==> config.mk <==
export PLATFORM = sky130hd
export DESIGN_NAME = adc_conversion_timing
export DESIGN_NICKNAME = d
export VERILOG_FILES = /design/src/adc_timing_pkg.sv /design/src/adc_conversion_timing.sv
export SDC_FILE = /design/constraint.sdc
export NUM_CORES = 2
export LEC_CHECK = 0
export BUFFER_PORTS_ARGS = -buffer_cell sky130_fd_sc_hd__buf_2
export CAP_MARGIN = 20
export CORE_AREA = 5 5 313 315
export CTS_BUF_LIST = sky130_fd_sc_hd__clkbuf_16
export DETAILED_ROUTE_END_ITERATION = 10
export DIE_AREA = 0 0 318 320
export HOLD_SLACK_MARGIN = 0.15
export PLACE_DENSITY = 0.73
export SYNTH_ARGS = -nofsm -noshare
export SYNTH_HDL_FRONTEND = slang
export SYNTH_SLANG_ARGS = --single-unit
export TNS_END_PERCENT = 30
==> constraint.sdc <==
create_clock -name clk -period 33.6 [get_ports clk]
set_clock_uncertainty 0.15 [all_clocks]
set_input_delay 5.04 -clock clk [delete_from_list [all_inputs] [get_ports clk]]
set_output_delay 5.04 -clock clk [all_outputs]
set_load 0.03 [all_outputs]
==> src/adc_timing_pkg.sv <==
package adc_timing_pkg;
  // port address map
  localparam logic [6:0] SUPPLY_SENSOR_OFFSET_COEF = 7'h08;
  localparam logic [6:0] CONVERTER_OFFSET_COEF = 7'h09;
  localparam logic [6:0] CONVERTER_GAIN_COEF = 7'h0A;
  localparam logic [6:0] STATUS_LAST = 7'h3F;
  localparam logic [6:0] CONFIG0 = 7'h40;
  localparam logic [6:0] CONFIG1 = 7'h41;
  localparam logic [6:0] CONFIG2 = 7'h42;
  localparam logic [6:0] SEQ_SELECT_LO = 7'h48;
  localparam logic [6:0] SEQ_SELECT_HI = 7'h49;
  localparam logic [6:0] SEQ_ACQ_LO = 7'h4E;
  localparam logic [6:0] SEQ_ACQ_HI = 7'h4F;
  // config0 fields
  localparam int CHAN_LSB = 0;
  localparam int EXTRA_ACQ_BIT = 8;
  localparam int EVENT_MODE_BIT = 9;
  localparam int AVG_LSB = 12;
  // config1 fields
  localparam int CAL_ENABLE_BIT = 5;
  localparam int SEQ_MODE_LSB = 12;
  // config2 field
  localparam int DIV_LSB = 8;
  // reset values
  localparam logic [15:0] CONFIG0_RESET = 16'h0000;
  localparam logic [15:0] CONFIG1_RESET = 16'h0000;
  localparam logic [15:0] CONFIG2_RESET = 16'h0200;
  localparam logic [7:0] DIV_MIN = 8'h02;
  // calibration channel
  localparam logic [4:0] CAL_CHANNEL = 5'h08;
  // timing counts
  localparam int ACQ_TICKS = 4;
  localparam int EXTRA_ACQ_TICKS = 6;
  localparam int CONV_TICKS = 22;
  localparam int RESULT_DELAY = 10;
  localparam int PORT_LATENCY = 3;
  localparam int RESYNC_CYCLES = 20;
  // gain field
  localparam int GAIN_SIGN_BIT = 5;
  localparam logic [15:0] GAIN_SCALE = 16'h03E8;
  typedef enum {ACQUIRE, SAMPLE, CONVERT, WAIT_TRIGGER} phase_type;
endpackage : adc_timing_pkg

==> src/adc_conversion_timing.sv <==
`timescale 1ns/1ps
`default_nettype none
module adc_conversion_timing
(
  input wire logic clk,
  input wire logic arst_n,
  input wire logic portClockRunning,
  input wire logic portEnable,
  input wire logic portWriteEnable,
  input wire logic [6:0] portAddress,
  input wire logic [15:0] portDataIn,
  output logic [15:0] portDataOut,
  output logic portReady,
  input wire logic conversionTrigger,
  input wire logic [9:0] rawCode,
  input wire logic [9:0] measSupplyOffset,
  input wire logic [9:0] measConverterOffset,
  input wire logic [5:0] measGainCorrection,
  output logic busy,
  output logic endOfConversion,
  output logic endOfSequence,
  output logic [4:0] channel
);

  ////////////////////////////////////////////////////////////////////////////
  // reset release and declarations
  localparam int PORT_LATENCY_W = adc_timing_pkg::PORT_LATENCY;
  logic rstMeta;
  logic rstSync;
  logic [15:0] cfg0Pend, cfg1Pend, cfg2Pend;
  logic [15:0] cfg0, cfg1, cfg2;
  logic cfgDirty;
  logic [31:0] seqSelect, seqAcqExt;
  logic [9:0] supplyOffsetCoef, converterOffsetCoef;
  logic [5:0] gainCoef;
  logic [15:0] statusMem [0:31];
  adc_timing_pkg::phase_type phase;
  logic [12:0] phaseCount;
  logic [4:0] convChannel;
  logic [9:0] sampledCode;
  logic [3:0] postCount;
  logic resultPending;
  logic [4:0] resultChannel;
  logic [9:0] resultCode;
  logic resultLast;
  logic [17:0] avgSum;
  logic [8:0] avgCount;
  logic [4:0] resyncCount;
  logic [PORT_LATENCY_W-1:0] portPipe;
  logic [6:0] portAddrHeld;
  logic portWriteHeld;
  logic [15:0] portDataHeld;
  logic trigPrev;

  always_ff @(posedge clk or negedge arst_n)
  begin
    if (!arst_n)
    begin
      rstMeta <= 1'b0;
      rstSync <= 1'b0;
    end
    else
    begin
      rstMeta <= 1'b1;
      rstSync <= rstMeta;
    end
  end

  ////////////////////////////////////////////////////////////////////////////
  // helper functions
  function automatic logic [7:0] divRatio(input logic [15:0] c2);
    logic [7:0] d;
    d = c2[adc_timing_pkg::DIV_LSB +: 8];
    divRatio = (d < adc_timing_pkg::DIV_MIN) ? adc_timing_pkg::DIV_MIN : d;
  endfunction : divRatio

  // first set channel above cur, wrapping; flags last of sequence
  function automatic logic [5:0] nextSeqChannel(input logic [31:0] sel,
                                                input logic [4:0] cur);
    logic [4:0] idx;
    logic found;
    nextSeqChannel = {1'b0, cur};
    found = 1'b0;
    for (int i = 1; i <= 32; i++)
    begin
      idx = 5'(cur + 5'(i));
      if (!found && sel[idx])
      begin
        found = 1'b1;
        nextSeqChannel = {(idx <= cur), idx};
      end
    end
  endfunction : nextSeqChannel

  // offset removal then slope correction
  function automatic logic [9:0] calibrate(input logic [9:0] raw,
                                           input logic [9:0] off,
                                           input logic [5:0] gain);
    logic signed [12:0] sum;
    logic [22:0] scaled;
    logic signed [23:0] adj;
    sum = $signed({3'b000, raw}) + $signed({{3{off[9]}}, off});
    if (sum < 0)
      sum = '0;
    scaled = 23'(sum[11:0] * gain[4:0]) / 23'(adc_timing_pkg::GAIN_SCALE);
    adj = gain[adc_timing_pkg::GAIN_SIGN_BIT] ? 24'(sum) + 24'(scaled)
                                             : 24'(sum) - 24'(scaled);
    if (adj < 0)
      calibrate = 10'h000;
    else if (adj > 24'sh0003FF)
      calibrate = 10'h3FF;
    else
      calibrate = adj[9:0];
  endfunction : calibrate

  ////////////////////////////////////////////////////////////////////////////
  // port clock resynchronisation window
  always_ff @(posedge clk or negedge arst_n)
  begin
    if (!arst_n)
      resyncCount <= 5'(adc_timing_pkg::RESYNC_CYCLES);
    else if (!rstSync || !portClockRunning)
      resyncCount <= 5'(adc_timing_pkg::RESYNC_CYCLES);
    else if (resyncCount != 5'h00)
      resyncCount <= resyncCount - 5'h01;
  end

  ////////////////////////////////////////////////////////////////////////////
  // port access: latch on enable, answer three cycles later
  always_ff @(posedge clk or negedge arst_n)
  begin
    if (!arst_n)
    begin
      portPipe <= '0;
      portAddrHeld <= 7'h00;
      portWriteHeld <= 1'b0;
      portDataHeld <= 16'h0000;
    end
    else
    begin
      portPipe <= {portPipe[PORT_LATENCY_W-2:0],
                   portEnable && resyncCount == 5'h00 && rstSync};
      if (portEnable)
      begin
        portAddrHeld <= portAddress;
        portWriteHeld <= portWriteEnable;
        portDataHeld <= portDataIn;
      end
    end
  end

  assign portReady = portPipe[PORT_LATENCY_W-1];

  // read data mux, registered at the answer
  always_ff @(posedge clk or negedge arst_n)
  begin
    if (!arst_n)
      portDataOut <= 16'h0000;
    else if (portPipe[PORT_LATENCY_W-2] && !portWriteHeld)
    begin
      case (portAddrHeld)
        adc_timing_pkg::SUPPLY_SENSOR_OFFSET_COEF: portDataOut <= {supplyOffsetCoef, 6'h00};
        adc_timing_pkg::CONVERTER_OFFSET_COEF: portDataOut <= {converterOffsetCoef, 6'h00};
        adc_timing_pkg::CONVERTER_GAIN_COEF: portDataOut <= {10'h000, gainCoef};
        adc_timing_pkg::CONFIG0: portDataOut <= cfg0Pend;
        adc_timing_pkg::CONFIG1: portDataOut <= cfg1Pend;
        adc_timing_pkg::CONFIG2: portDataOut <= cfg2Pend;
        adc_timing_pkg::SEQ_SELECT_LO: portDataOut <= seqSelect[15:0];
        adc_timing_pkg::SEQ_SELECT_HI: portDataOut <= seqSelect[31:16];
        adc_timing_pkg::SEQ_ACQ_LO: portDataOut <= seqAcqExt[15:0];
        adc_timing_pkg::SEQ_ACQ_HI: portDataOut <= seqAcqExt[31:16];
        default:
          portDataOut <= (portAddrHeld < 7'h20) ? statusMem[portAddrHeld[4:0]] : 16'h0000;
      endcase
    end
  end

  ////////////////////////////////////////////////////////////////////////////
  // configuration: written copy, acted-on copy
  always_ff @(posedge clk or negedge arst_n)
  begin
    if (!arst_n)
    begin
      cfg0Pend <= adc_timing_pkg::CONFIG0_RESET;
      cfg1Pend <= adc_timing_pkg::CONFIG1_RESET;
      cfg2Pend <= adc_timing_pkg::CONFIG2_RESET;
      seqSelect <= 32'h0000_0000;
      seqAcqExt <= 32'h0000_0000;
    end
    else if (portPipe[PORT_LATENCY_W-2] && portWriteHeld)
    begin
      // status words, coefficients among them, take no writes
      case (portAddrHeld)
        adc_timing_pkg::CONFIG0: cfg0Pend <= portDataHeld;
        adc_timing_pkg::CONFIG1: cfg1Pend <= portDataHeld;
        adc_timing_pkg::CONFIG2: cfg2Pend <= portDataHeld;
        adc_timing_pkg::SEQ_SELECT_LO: seqSelect[15:0] <= portDataHeld;
        adc_timing_pkg::SEQ_SELECT_HI: seqSelect[31:16] <= portDataHeld;
        adc_timing_pkg::SEQ_ACQ_LO: seqAcqExt[15:0] <= portDataHeld;
        adc_timing_pkg::SEQ_ACQ_HI: seqAcqExt[31:16] <= portDataHeld;
        default: ;
      endcase
    end
  end

  // acted-on copy follows at once unless averaging holds it until the pulse
  always_ff @(posedge clk or negedge arst_n)
  begin
    if (!arst_n)
    begin
      cfg0 <= adc_timing_pkg::CONFIG0_RESET;
      cfg1 <= adc_timing_pkg::CONFIG1_RESET;
      cfg2 <= adc_timing_pkg::CONFIG2_RESET;
    end
    else if (cfg0[adc_timing_pkg::AVG_LSB +: 2] == 2'b00 || endOfConversion)
    begin
      cfg0 <= cfg0Pend;
      cfg1 <= cfg1Pend;
      cfg2 <= cfg2Pend;
    end
  end

  ////////////////////////////////////////////////////////////////////////////
  // conversion sequencing, counted in port clocks
  logic seqMode;
  logic extendAcq;
  logic [12:0] acqLen, convLen;
  logic [5:0] seqNext;
  assign seqMode = cfg1[adc_timing_pkg::SEQ_MODE_LSB +: 4] != 4'h0;
  assign extendAcq = seqMode ? seqAcqExt[convChannel]
                             : cfg0[adc_timing_pkg::EXTRA_ACQ_BIT];
  assign acqLen = 13'(divRatio(cfg2) * (extendAcq ? adc_timing_pkg::ACQ_TICKS +
                  adc_timing_pkg::EXTRA_ACQ_TICKS : adc_timing_pkg::ACQ_TICKS));
  assign convLen = 13'(divRatio(cfg2) * adc_timing_pkg::CONV_TICKS);
  assign seqNext = nextSeqChannel(seqSelect, convChannel);

  // runs regardless of port clock status
  always_ff @(posedge clk or negedge arst_n)
  begin
    if (!arst_n)
    begin
      phase <= adc_timing_pkg::ACQUIRE;
      phaseCount <= 13'h0000;
      convChannel <= 5'h00;
      sampledCode <= 10'h000;
      trigPrev <= 1'b0;
    end
    else if (!rstSync)
    begin
      phase <= adc_timing_pkg::ACQUIRE;
      phaseCount <= 13'h0000;
    end
    else
    begin
      trigPrev <= conversionTrigger;
      phaseCount <= phaseCount + 13'h0001;
      case (phase)
        adc_timing_pkg::ACQUIRE:
        begin
          if (!seqMode)
            convChannel <= cfg0[adc_timing_pkg::CHAN_LSB +: 5];
          if (phaseCount + 13'h0001 >= acqLen)
            phase <= adc_timing_pkg::SAMPLE;
        end
        adc_timing_pkg::SAMPLE:
        begin
          sampledCode <= rawCode;
          phaseCount <= 13'h0000;
          phase <= adc_timing_pkg::CONVERT;
        end
        adc_timing_pkg::CONVERT:
        begin
          if (phaseCount + 13'h0001 >= convLen)
          begin
            phaseCount <= 13'h0000;
            if (seqMode)
              convChannel <= seqNext[4:0];
            if (cfg0[adc_timing_pkg::EVENT_MODE_BIT] && !seqMode)
              phase <= adc_timing_pkg::WAIT_TRIGGER;
            else
              phase <= adc_timing_pkg::ACQUIRE;
          end
        end
        adc_timing_pkg::WAIT_TRIGGER:
        begin
          phaseCount <= 13'h0000;
          if (!seqMode)
            convChannel <= cfg0[adc_timing_pkg::CHAN_LSB +: 5];
          if (conversionTrigger && !trigPrev)
            phase <= adc_timing_pkg::SAMPLE;
        end
        default: phase <= adc_timing_pkg::ACQUIRE;
      endcase
    end
  end

  assign busy = phase == adc_timing_pkg::CONVERT;

  ////////////////////////////////////////////////////////////////////////////
  // busy fall: channel index, averaging, delayed transfer
  logic convDone;
  logic [8:0] avgTarget;
  logic [17:0] avgNew;
  assign convDone = busy && phaseCount + 13'h0001 >= convLen;
  assign avgTarget = cfg0[adc_timing_pkg::AVG_LSB +: 2] == 2'b01 ? 9'h010 :
                     cfg0[adc_timing_pkg::AVG_LSB +: 2] == 2'b10 ? 9'h040 :
                     cfg0[adc_timing_pkg::AVG_LSB +: 2] == 2'b11 ? 9'h100 : 9'h001;
  assign avgNew = avgSum + 18'(sampledCode);

  always_ff @(posedge clk or negedge arst_n)
  begin
    if (!arst_n)
    begin
      channel <= 5'h00;
      avgSum <= 18'h00000;
      avgCount <= 9'h000;
      resultPending <= 1'b0;
      postCount <= 4'h0;
      resultChannel <= 5'h00;
      resultCode <= 10'h000;
      resultLast <= 1'b0;
    end
    else
    begin
      if (convDone)
      begin
        channel <= convChannel;
        if (avgCount + 9'h001 >= avgTarget || convChannel == adc_timing_pkg::CAL_CHANNEL)
        begin
          avgSum <= 18'h00000;
          avgCount <= 9'h000;
          resultPending <= 1'b1;
          postCount <= 4'h0;
          resultChannel <= convChannel;
          resultCode <= 10'(avgNew / 18'(avgTarget));
          resultLast <= seqMode && seqNext[5];
        end
        else
        begin
          avgSum <= avgNew;
          avgCount <= avgCount + 9'h001;
        end
      end
      else if (resultPending)
      begin
        postCount <= postCount + 4'h1;
        if (postCount == 4'(adc_timing_pkg::RESULT_DELAY - 1))
          resultPending <= 1'b0;
      end
    end
  end

  ////////////////////////////////////////////////////////////////////////////
  // result transfer and end pulses
  logic transfer;
  assign transfer = resultPending && !convDone
                    && postCount == 4'(adc_timing_pkg::RESULT_DELAY - 1);

  always_ff @(posedge clk or negedge arst_n)
  begin
    if (!arst_n)
    begin
      endOfConversion <= 1'b0;
      endOfSequence <= 1'b0;
    end
    else
    begin
      endOfConversion <= transfer;
      endOfSequence <= transfer && resultLast;
    end
  end

  // status words; calibration channel refreshes coefficients only
  always_ff @(posedge clk or negedge arst_n)
  begin
    if (!arst_n)
    begin
      supplyOffsetCoef <= 10'h000;
      converterOffsetCoef <= 10'h000;
      gainCoef <= 6'h00;
      for (int i = 0; i < 32; i++)
        statusMem[i] <= 16'h0000;
    end
    else if (transfer)
    begin
      if (resultChannel == adc_timing_pkg::CAL_CHANNEL)
      begin
        supplyOffsetCoef <= 10'(-measSupplyOffset);
        converterOffsetCoef <= 10'(-measConverterOffset);
        gainCoef <= measGainCorrection;
      end
      else if (cfg1[adc_timing_pkg::CAL_ENABLE_BIT])
        statusMem[resultChannel] <= {calibrate(resultCode, converterOffsetCoef, gainCoef),
                                     6'h00};
      else
        statusMem[resultChannel] <= {resultCode, 6'h00};
    end
  end

endmodule : adc_conversion_timing
`default_nettype wire

* After elaboration in Yosys (flattened, before gate mapping)
Index checks and enable logic that the tools add are counted.
Storage, ports and cells: register bits 862, bits of input ports 65, output and inout bits 25, logic and storage cells 507
Cells by class: add/sub/neg operators 41, $mul 3, div/mod/pow operators 2, order comparisons 75, equality and inequality tests 29, mux-type cells 179, bitwise logic cells 3, reductions and logical operators 107
Operator list (count):
- bitwise mux 512 bit | 2
- 2-to-1 mux 512 bit | 1
- less-than comparator 5 x 6 -> 1 bit (second input constant) | 32
- 2-to-1 mux 6 bit | 32
- binary-select mux 1 bit (select 5 bit) | 33
- less-or-equal comparator 5 bit | 32
- one-hot mux 16 bit (10 select lines) | 1
- 2-to-1 mux 32 bit | 4
- one-hot mux 32 bit (4 select lines) | 1
- adder 5 bit (second input constant) | 16
- binary-select mux 16 bit (select 5 bit) | 1
- demux 16 bit (select 5 bit) | 1
- 2-to-1 mux 13 bit | 6
- 2-to-1 mux 1 bit | 69
- equality test 32 x 2 -> 1 bit (second input constant) | 2
- 2-to-1 mux 16 bit | 4
- 2-to-1 mux 10 bit | 5
- equality test 7 bit (second input constant) | 7
- logical AND 1 bit | 43
- adder 5 x 4 -> 5 bit (second input constant) | 8
- logical NOT 1 bit | 37
- 2-to-1 mux 9 bit | 4
- equality test 32 x 1 -> 1 bit (second input constant) | 1
- equality test 32 x 3 -> 1 bit (second input constant) | 1
- 57 further kinds | 96

* Logic depth before layout (Yosys ltp)
depth after elaboration 100, depth in mapped cells 125

* Worst setup path after synthesis
OpenSTA, ideal clock, no wires.
kind register to register, from reg sampledCode[8], to reg resultCode[0], library setup time 130 ps, arrival time 24207 ps, setup slack 9112 ps, cell stages (with the launch flop) 123, buffers on the path 8, clock period less this slack 24488 ps, cell sequence dfrtp_1 > ha_1 > clkbuf_1 > nand3_1 > nor2_1 > o22ai_1 > or4_1 > nand2_1 > ha_1 > nor4b_1 > nand2_1 > nor3_1 > o211ai_1 > o211ai_1 > mux2i_1 > a221oi_1 > nor2_1 > ha_1 > [87 not listed] > nor2_1 > nor4_1 > a211o_1 > ha_1 > nand4_1 > nor2_1 > o21a_1 > a41o_1 > or3_1 > buf_2 > a31oi_1 > o21ai_0 > xnor2_1 > ha_1 > a2111oi_0 > mux2i_1 > a2111oi_2 > o31ai_1
On the way: longest elaborated chain between the ends 2
RTL lines:
- from (decl) | RTL line adc_conversion_timing.sv:40 | logic [9:0] sampledCode;
- from (signal assigned) | RTL line adc_conversion_timing.sv:267 | sampledCode <= rawCode;
- adder 18 x 10 -> 18 bit | RTL line adc_conversion_timing.sv:308 | assign avgNew = avgSum + 18'(sampledCode);
- divider 18 x 9 -> 18 bit | RTL line adc_conversion_timing.sv:335 | resultCode <= 10'(avgNew / 18'(avgTarget));
- to (signal assigned) | RTL line adc_conversion_timing.sv:335
- to (decl) | RTL line adc_conversion_timing.sv:44 | logic [9:0] resultCode;
Every way passes these cells. A chain may end at the register's enable or synchronous reset.

* Worst setup path in the final report
from reg sampledCode[6], to reg resultCode[0]
Same word-level chain as after synthesis.

==> flow_results.xml <==
<?xml version="1.0" encoding="UTF-8"?>
<metrics>
  <group name="timing">
    <metric name="fmax" unit="MHz">33.97</metric>
    <metric name="final_critical_path_setup_slack" unit="ps">4162</metric>
    <metric name="hold_violation_count_in_the_final_report" unit="">0</metric>
    <metric name="finalCritPeriodShare" unit="">0.8761</metric>
    <metric name="finalCriticalPeriod" unit="ps">29440</metric>
    <metric name="final-max-slew-violation-count" unit="">0</metric>
    <metric name="setup_total_negative_slack" unit="ps">0</metric>
    <metric name="number_of_failing_setup_endpoints_in_the_final_timing_report" unit="">0</metric>
    <metric name="finalHoldWorstSlack" unit="ps">209.1</metric>
    <metric name="tightest_slew" unit="ps">1086</metric>
    <metric name="slew-limit-headroom" unit="">0.2762</metric>
    <metric name="grt_setup_unrepaired" unit="">no</metric>
  </group>
  <group name="clocking">
    <metric name="clockBufferDepth" unit="">3</metric>
    <metric name="cts.htree.levels" unit="">3</metric>
    <metric name="post-cts-setup-buffer-count" unit="">0</metric>
    <metric name="cts.hold.buffers_added" unit="">0</metric>
    <metric name="worst_skew_pair.late_latency" unit="ps">690</metric>
    <metric name="cts_made_buffers" unit="">86</metric>
    <metric name="cts_repair_resize_count" unit="">0</metric>
    <metric name="clock_tree_from_tritoncts" unit="">built</metric>
    <metric name="cts_sinks" unit="">808</metric>
    <metric name="clk_pin_slew_worst_paths" unit="ps">60</metric>
    <metric name="cts_root_buf" unit="">sky130_fd_sc_hd__clkbuf_16</metric>
  </group>
  <group name="synth">
    <metric name="synth_top_family_by_area" unit="">compound AO/OA/AOI/OAI gates</metric>
    <metric name="synth-adder-area-share" unit="">0.07067</metric>
    <metric name="yosys.cell_types.count" unit="">116</metric>
    <metric name="syn-cell-area" unit="um2">51590</metric>
    <metric name="synthSimpleGateAreaFrac" unit="">0.1585</metric>
    <metric name="avgSynthCellArea" unit="um2">9.882</metric>
    <metric name="synth.net_count" unit="">5555</metric>
    <metric name="synth_cells" unit="">5221</metric>
    <metric name="synth_mux_area_frac" unit="">0.1508</metric>
    <metric name="synth_compound_gate_area_share" unit="">0.1591</metric>
    <metric name="synth.yosys.seq_area_share" unit="">0.3920</metric>
    <metric name="main_synth_ff_type" unit="">sky130_fd_sc_hd__dfrtp_1</metric>
    <metric name="synth-edff-count" unit="">0</metric>
    <metric name="synth_xor_area_frac" unit="">0.03274</metric>
    <metric name="synthesis.yosys.warnings" unit="">0</metric>
    <metric name="synth-seq-cells" unit="">808</metric>
    <metric name="async_reset_ff_frac" unit="">1.000</metric>
  </group>
  <group name="final_layout">
    <metric name="nets" unit="">5531</metric>
    <metric name="drive_gt1_frac" unit="">0.1611</metric>
    <metric name="design_area" unit="um2">56150</metric>
    <metric name="area_growth" unit="%">8.833</metric>
    <metric name="fillers" unit="">7845</metric>
  </group>
  <group name="job">
    <metric name="maxCapViolations" unit="">0</metric>
  </group>
  <group name="placement">
    <metric name="final_weighted_congestion_in_routability_driven_placement" unit="">0.9580</metric>
    <metric name="pre_cts_ws" unit="ps">4573</metric>
    <metric name="placed_cell_area" unit="um2">53350</metric>
    <metric name="place.detailed.hpwl" unit="um">102100</metric>
    <metric name="portBuffers" unit="">89</metric>
  </group>
  <group name="grt">
    <metric name="first_global_vias" unit="">40712</metric>
    <metric name="globalRoute.totalOverflow" unit="">0</metric>
    <metric name="grt_start_max_net_pins" unit="">168</metric>
    <metric name="grt_antenna_before_repair" unit="">4</metric>
    <metric name="groute.usage.overall" unit="">0.2799</metric>
    <metric name="wire_length_of_the_first_global_routing_pass" unit="um">230200</metric>
  </group>
  <group name="route">
    <metric name="drt_drc_violations_left" unit="">0</metric>
    <metric name="avgViaCountPerCell" unit="">6.314</metric>
    <metric name="drtAntennaViolNets" unit="">0</metric>
    <metric name="wl" unit="um">145800</metric>
    <metric name="avgRoutedWirePerCell" unit="um">22.33</metric>
    <metric name="dr.pass1.iters" unit="">6</metric>
    <metric name="drt_first_iter_violations" unit="">4152</metric>
    <metric name="vias" unit="">41235</metric>
  </group>
  <group name="floorplan">
    <metric name="die_w" unit="um">318</metric>
    <metric name="start_util" unit="">0.5454</metric>
    <metric name="design.portCount" unit="">90</metric>
    <metric name="core_area" unit="um2">94590</metric>
    <metric name="core.rowCount" unit="">113</metric>
    <metric name="die-height" unit="um">320</metric>
    <metric name="dieArea" unit="um2">101800</metric>
  </group>
  <group name="setup_path">
    <metric name="cp.arrival" unit="ps">29800</metric>
    <metric name="worst_path_largest_cell_delay" unit="ps">920</metric>
    <metric name="cp-start-kind" unit="">flip-flop</metric>
    <metric name="type_of_the_worst_setup_path" unit="">reg2reg</metric>
    <metric name="timing.critical_path.fanout_max" unit="">13</metric>
    <metric name="crit_slowest_cell" unit="">sky130_fd_sc_hd__o31ai_1</metric>
    <metric name="worst_path_most_repeated_cell" unit="">sky130_fd_sc_hd__ha_1</metric>
    <metric name="worstSetupEndpointType" unit="">flip-flop</metric>
    <metric name="timing.critical_path.required" unit="ps">33960</metric>
  </group>
  <group name="status">
    <metric name="status" unit="">finished, final reports clean</metric>
  </group>
  <group name="hold_path">
    <metric name="timing.hold.worst.class" unit="">reg2reg</metric>
  </group>
</metrics>
-- state kept, by name (all words and copies together) (netlist names), 6 cells and up --
signal and flops:
supplyOffsetCoef 10, avgCount 9, cfg0 9, converterOffsetCoef 10, sampledCode 10, portDataOut 16, portAddrHeld 7, cfg2Pend 16
cfg0Pend 16, seqSelect 32, portDataHeld 16, seqAcqExt 32, phaseCount 13, gainCoef 6, resultCode 10, cfg2 8
statusMem 512, avgSum 18, cfg1Pend 16
-- synthesized netlist by cell type (15+ instances only) --
cell type	instances	area [um2]
sky130_fd_sc_hd__nor2b_1	236	1476
sky130_fd_sc_hd__mux2i_1	72	720.7
sky130_fd_sc_hd__ha_1	233	2915
sky130_fd_sc_hd__nand2_1	360	1351
sky130_fd_sc_hd__xnor2_1	112	980.9
sky130_fd_sc_hd__o21a_1	30	225.2
sky130_fd_sc_hd__a222oi_1	20	200.2
sky130_fd_sc_hd__nand3b_1	15	112.6
sky130_fd_sc_hd__nor2_1	593	2226
sky130_fd_sc_hd__and3_1	37	231.5
sky130_fd_sc_hd__mux4_2	202	4549
sky130_fd_sc_hd__nand3_1	85	425.4
sky130_fd_sc_hd__a21o_1	38	285.3
sky130_fd_sc_hd__nor4_1	30	187.7
sky130_fd_sc_hd__or2_2	24	150.1
sky130_fd_sc_hd__buf_1	28	105.1
sky130_fd_sc_hd__a21oi_1	496	2482
sky130_fd_sc_hd__fa_1	36	720.7
sky130_fd_sc_hd__or4_1	16	120.1
sky130_fd_sc_hd__a221oi_1	26	227.7
sky130_fd_sc_hd__nand2b_1	46	287.8
sky130_fd_sc_hd__inv_1	199	747.0
sky130_fd_sc_hd__nand4_1	23	143.9
sky130_fd_sc_hd__a22oi_1	19	142.6
sky130_fd_sc_hd__dfrtp_1	804	20120
sky130_fd_sc_hd__or3_1	34	212.7
sky130_fd_sc_hd__clkbuf_1	251	942.2
sky130_fd_sc_hd__o21bai_1	29	217.7
sky130_fd_sc_hd__o21ai_0	218	1091
sky130_fd_sc_hd__a31oi_1	27	168.9
sky130_fd_sc_hd__o22ai_1	20	125.1
sky130_fd_sc_hd__o2111ai_1	21	183.9
sky130_fd_sc_hd__o31ai_1	41	307.8
sky130_fd_sc_hd__nor3_1	95	475.5
sky130_fd_sc_hd__a211o_1	16	140.1
sky130_fd_sc_hd__a211oi_1	32	240.2
sky130_fd_sc_hd__mux2_2	219	2466
sky130_fd_sc_hd__o211ai_1	35	262.8
sky130_fd_sc_hd__xor2_1	79	691.9
sky130_fd_sc_hd__and2_1	53	331.6
-- placed cells by master (no fill, tap or decap), drive strengths merged, types with 36 or more instances in the layout --
cell	Yosys	routed
a21oi	498	498
a211oi	36	36
and3	37	37
ha	233	233
inv	202	225
dfrtp	804	804
and2	56	56
nor2b	236	236
o21ai	234	234
mux2i	73	73
a21o	39	39
xnor2	113	113
mux4	202	202
buf	38	176
or3	36	36
nand2b	46	46
clkinv	0	37
fa	36	36
o31ai	42	42
xor2	79	79
o211ai	36	36
nand3	85	85
nor2	593	593
nand2	360	360
clkbuf	251	87
nor3	95	95
mux2	221	221
-- per-stage QoR --
| step | cells | util |
|---|---|---|
| after CTS | 6527 | 0.5935 |
| after floorplan | 5221 | - |
| after global routing | 6528 | 0.5935 |
| final | 6531 | 0.5936 |
| after global placement | 6373 | 0.5641 |
| after detailed placement | 6373 | 0.5641 |
-- area by class of cell --
| cell class | count | area (um2) | share of cell area |
|---|---|---|---|
| tap | 1265 | 1583 | 0.02819 |
| sequential | 808 | 20240 | 0.3604 |
| clock buffer | 86 | 2152 | 0.03833 |
| timing repair buffer | 177 | 1126 | 0.02006 |
| multi-input combinational | 3922 | 29650 | 0.5281 |
| inverter | 202 | 758.2 | 0.01350 |
| clock inverter | 68 | 631.9 | 0.01125 |
| antenna | 3 | 7.507 | 0.0001337 |
-- worst max-delay path, delay by kind of cell, from the launching register on --
kind | cells | cell delay, ps
AOI/OAI and AO/OA | 40 | 11150
xor gates and xnor gates | 11 | 2740
adders and majority gates | 16 | 5160
buffers and inverters | 1 | 90
DFF | 1 | 380
muxes | 2 | 310
and+or+nand+nor | 41 | 9310
-- logic make-up after synthesis --
logic type,after synthesis
buf+inv,491
simple gates,1694
fa+ha+maj,270
mux,496
other cells,2
xor+xnor,192
flops,808
compound gates,1268
-- worst paths after layout --
path | start | endpoint | slack (ps) | cells after the start
max in group asynchronous | arst_n | statusMem[274] | 26000 | 4
worst min register to register | portPipe[0] | portPipe[1] | 210 | 0
worst min-delay path | portPipe[0] | portPipe[1] | 210 | 0
worst max-delay path | sampledCode[6] | resultCode[0] | 4160 | 111
worst max register to register | sampledCode[6] | resultCode[0] | 4160 | 111
min in group asynchronous | arst_n | converterOffsetCoef[6] | 4210 | 1
-- metal layers --
layer  vias up  global-route usage  share of wire
met1     20500              0.3850           0.42
li1      18894                   -              -
met2      1539              0.4519           0.46
met4         0             0.09943          0.038
met3       302             0.05008          0.074
met5         -                   0              0
Power is left out: the tool's default activity adds up to more than one toggle a clock period on the data nets, which glitch-free logic cannot reach.
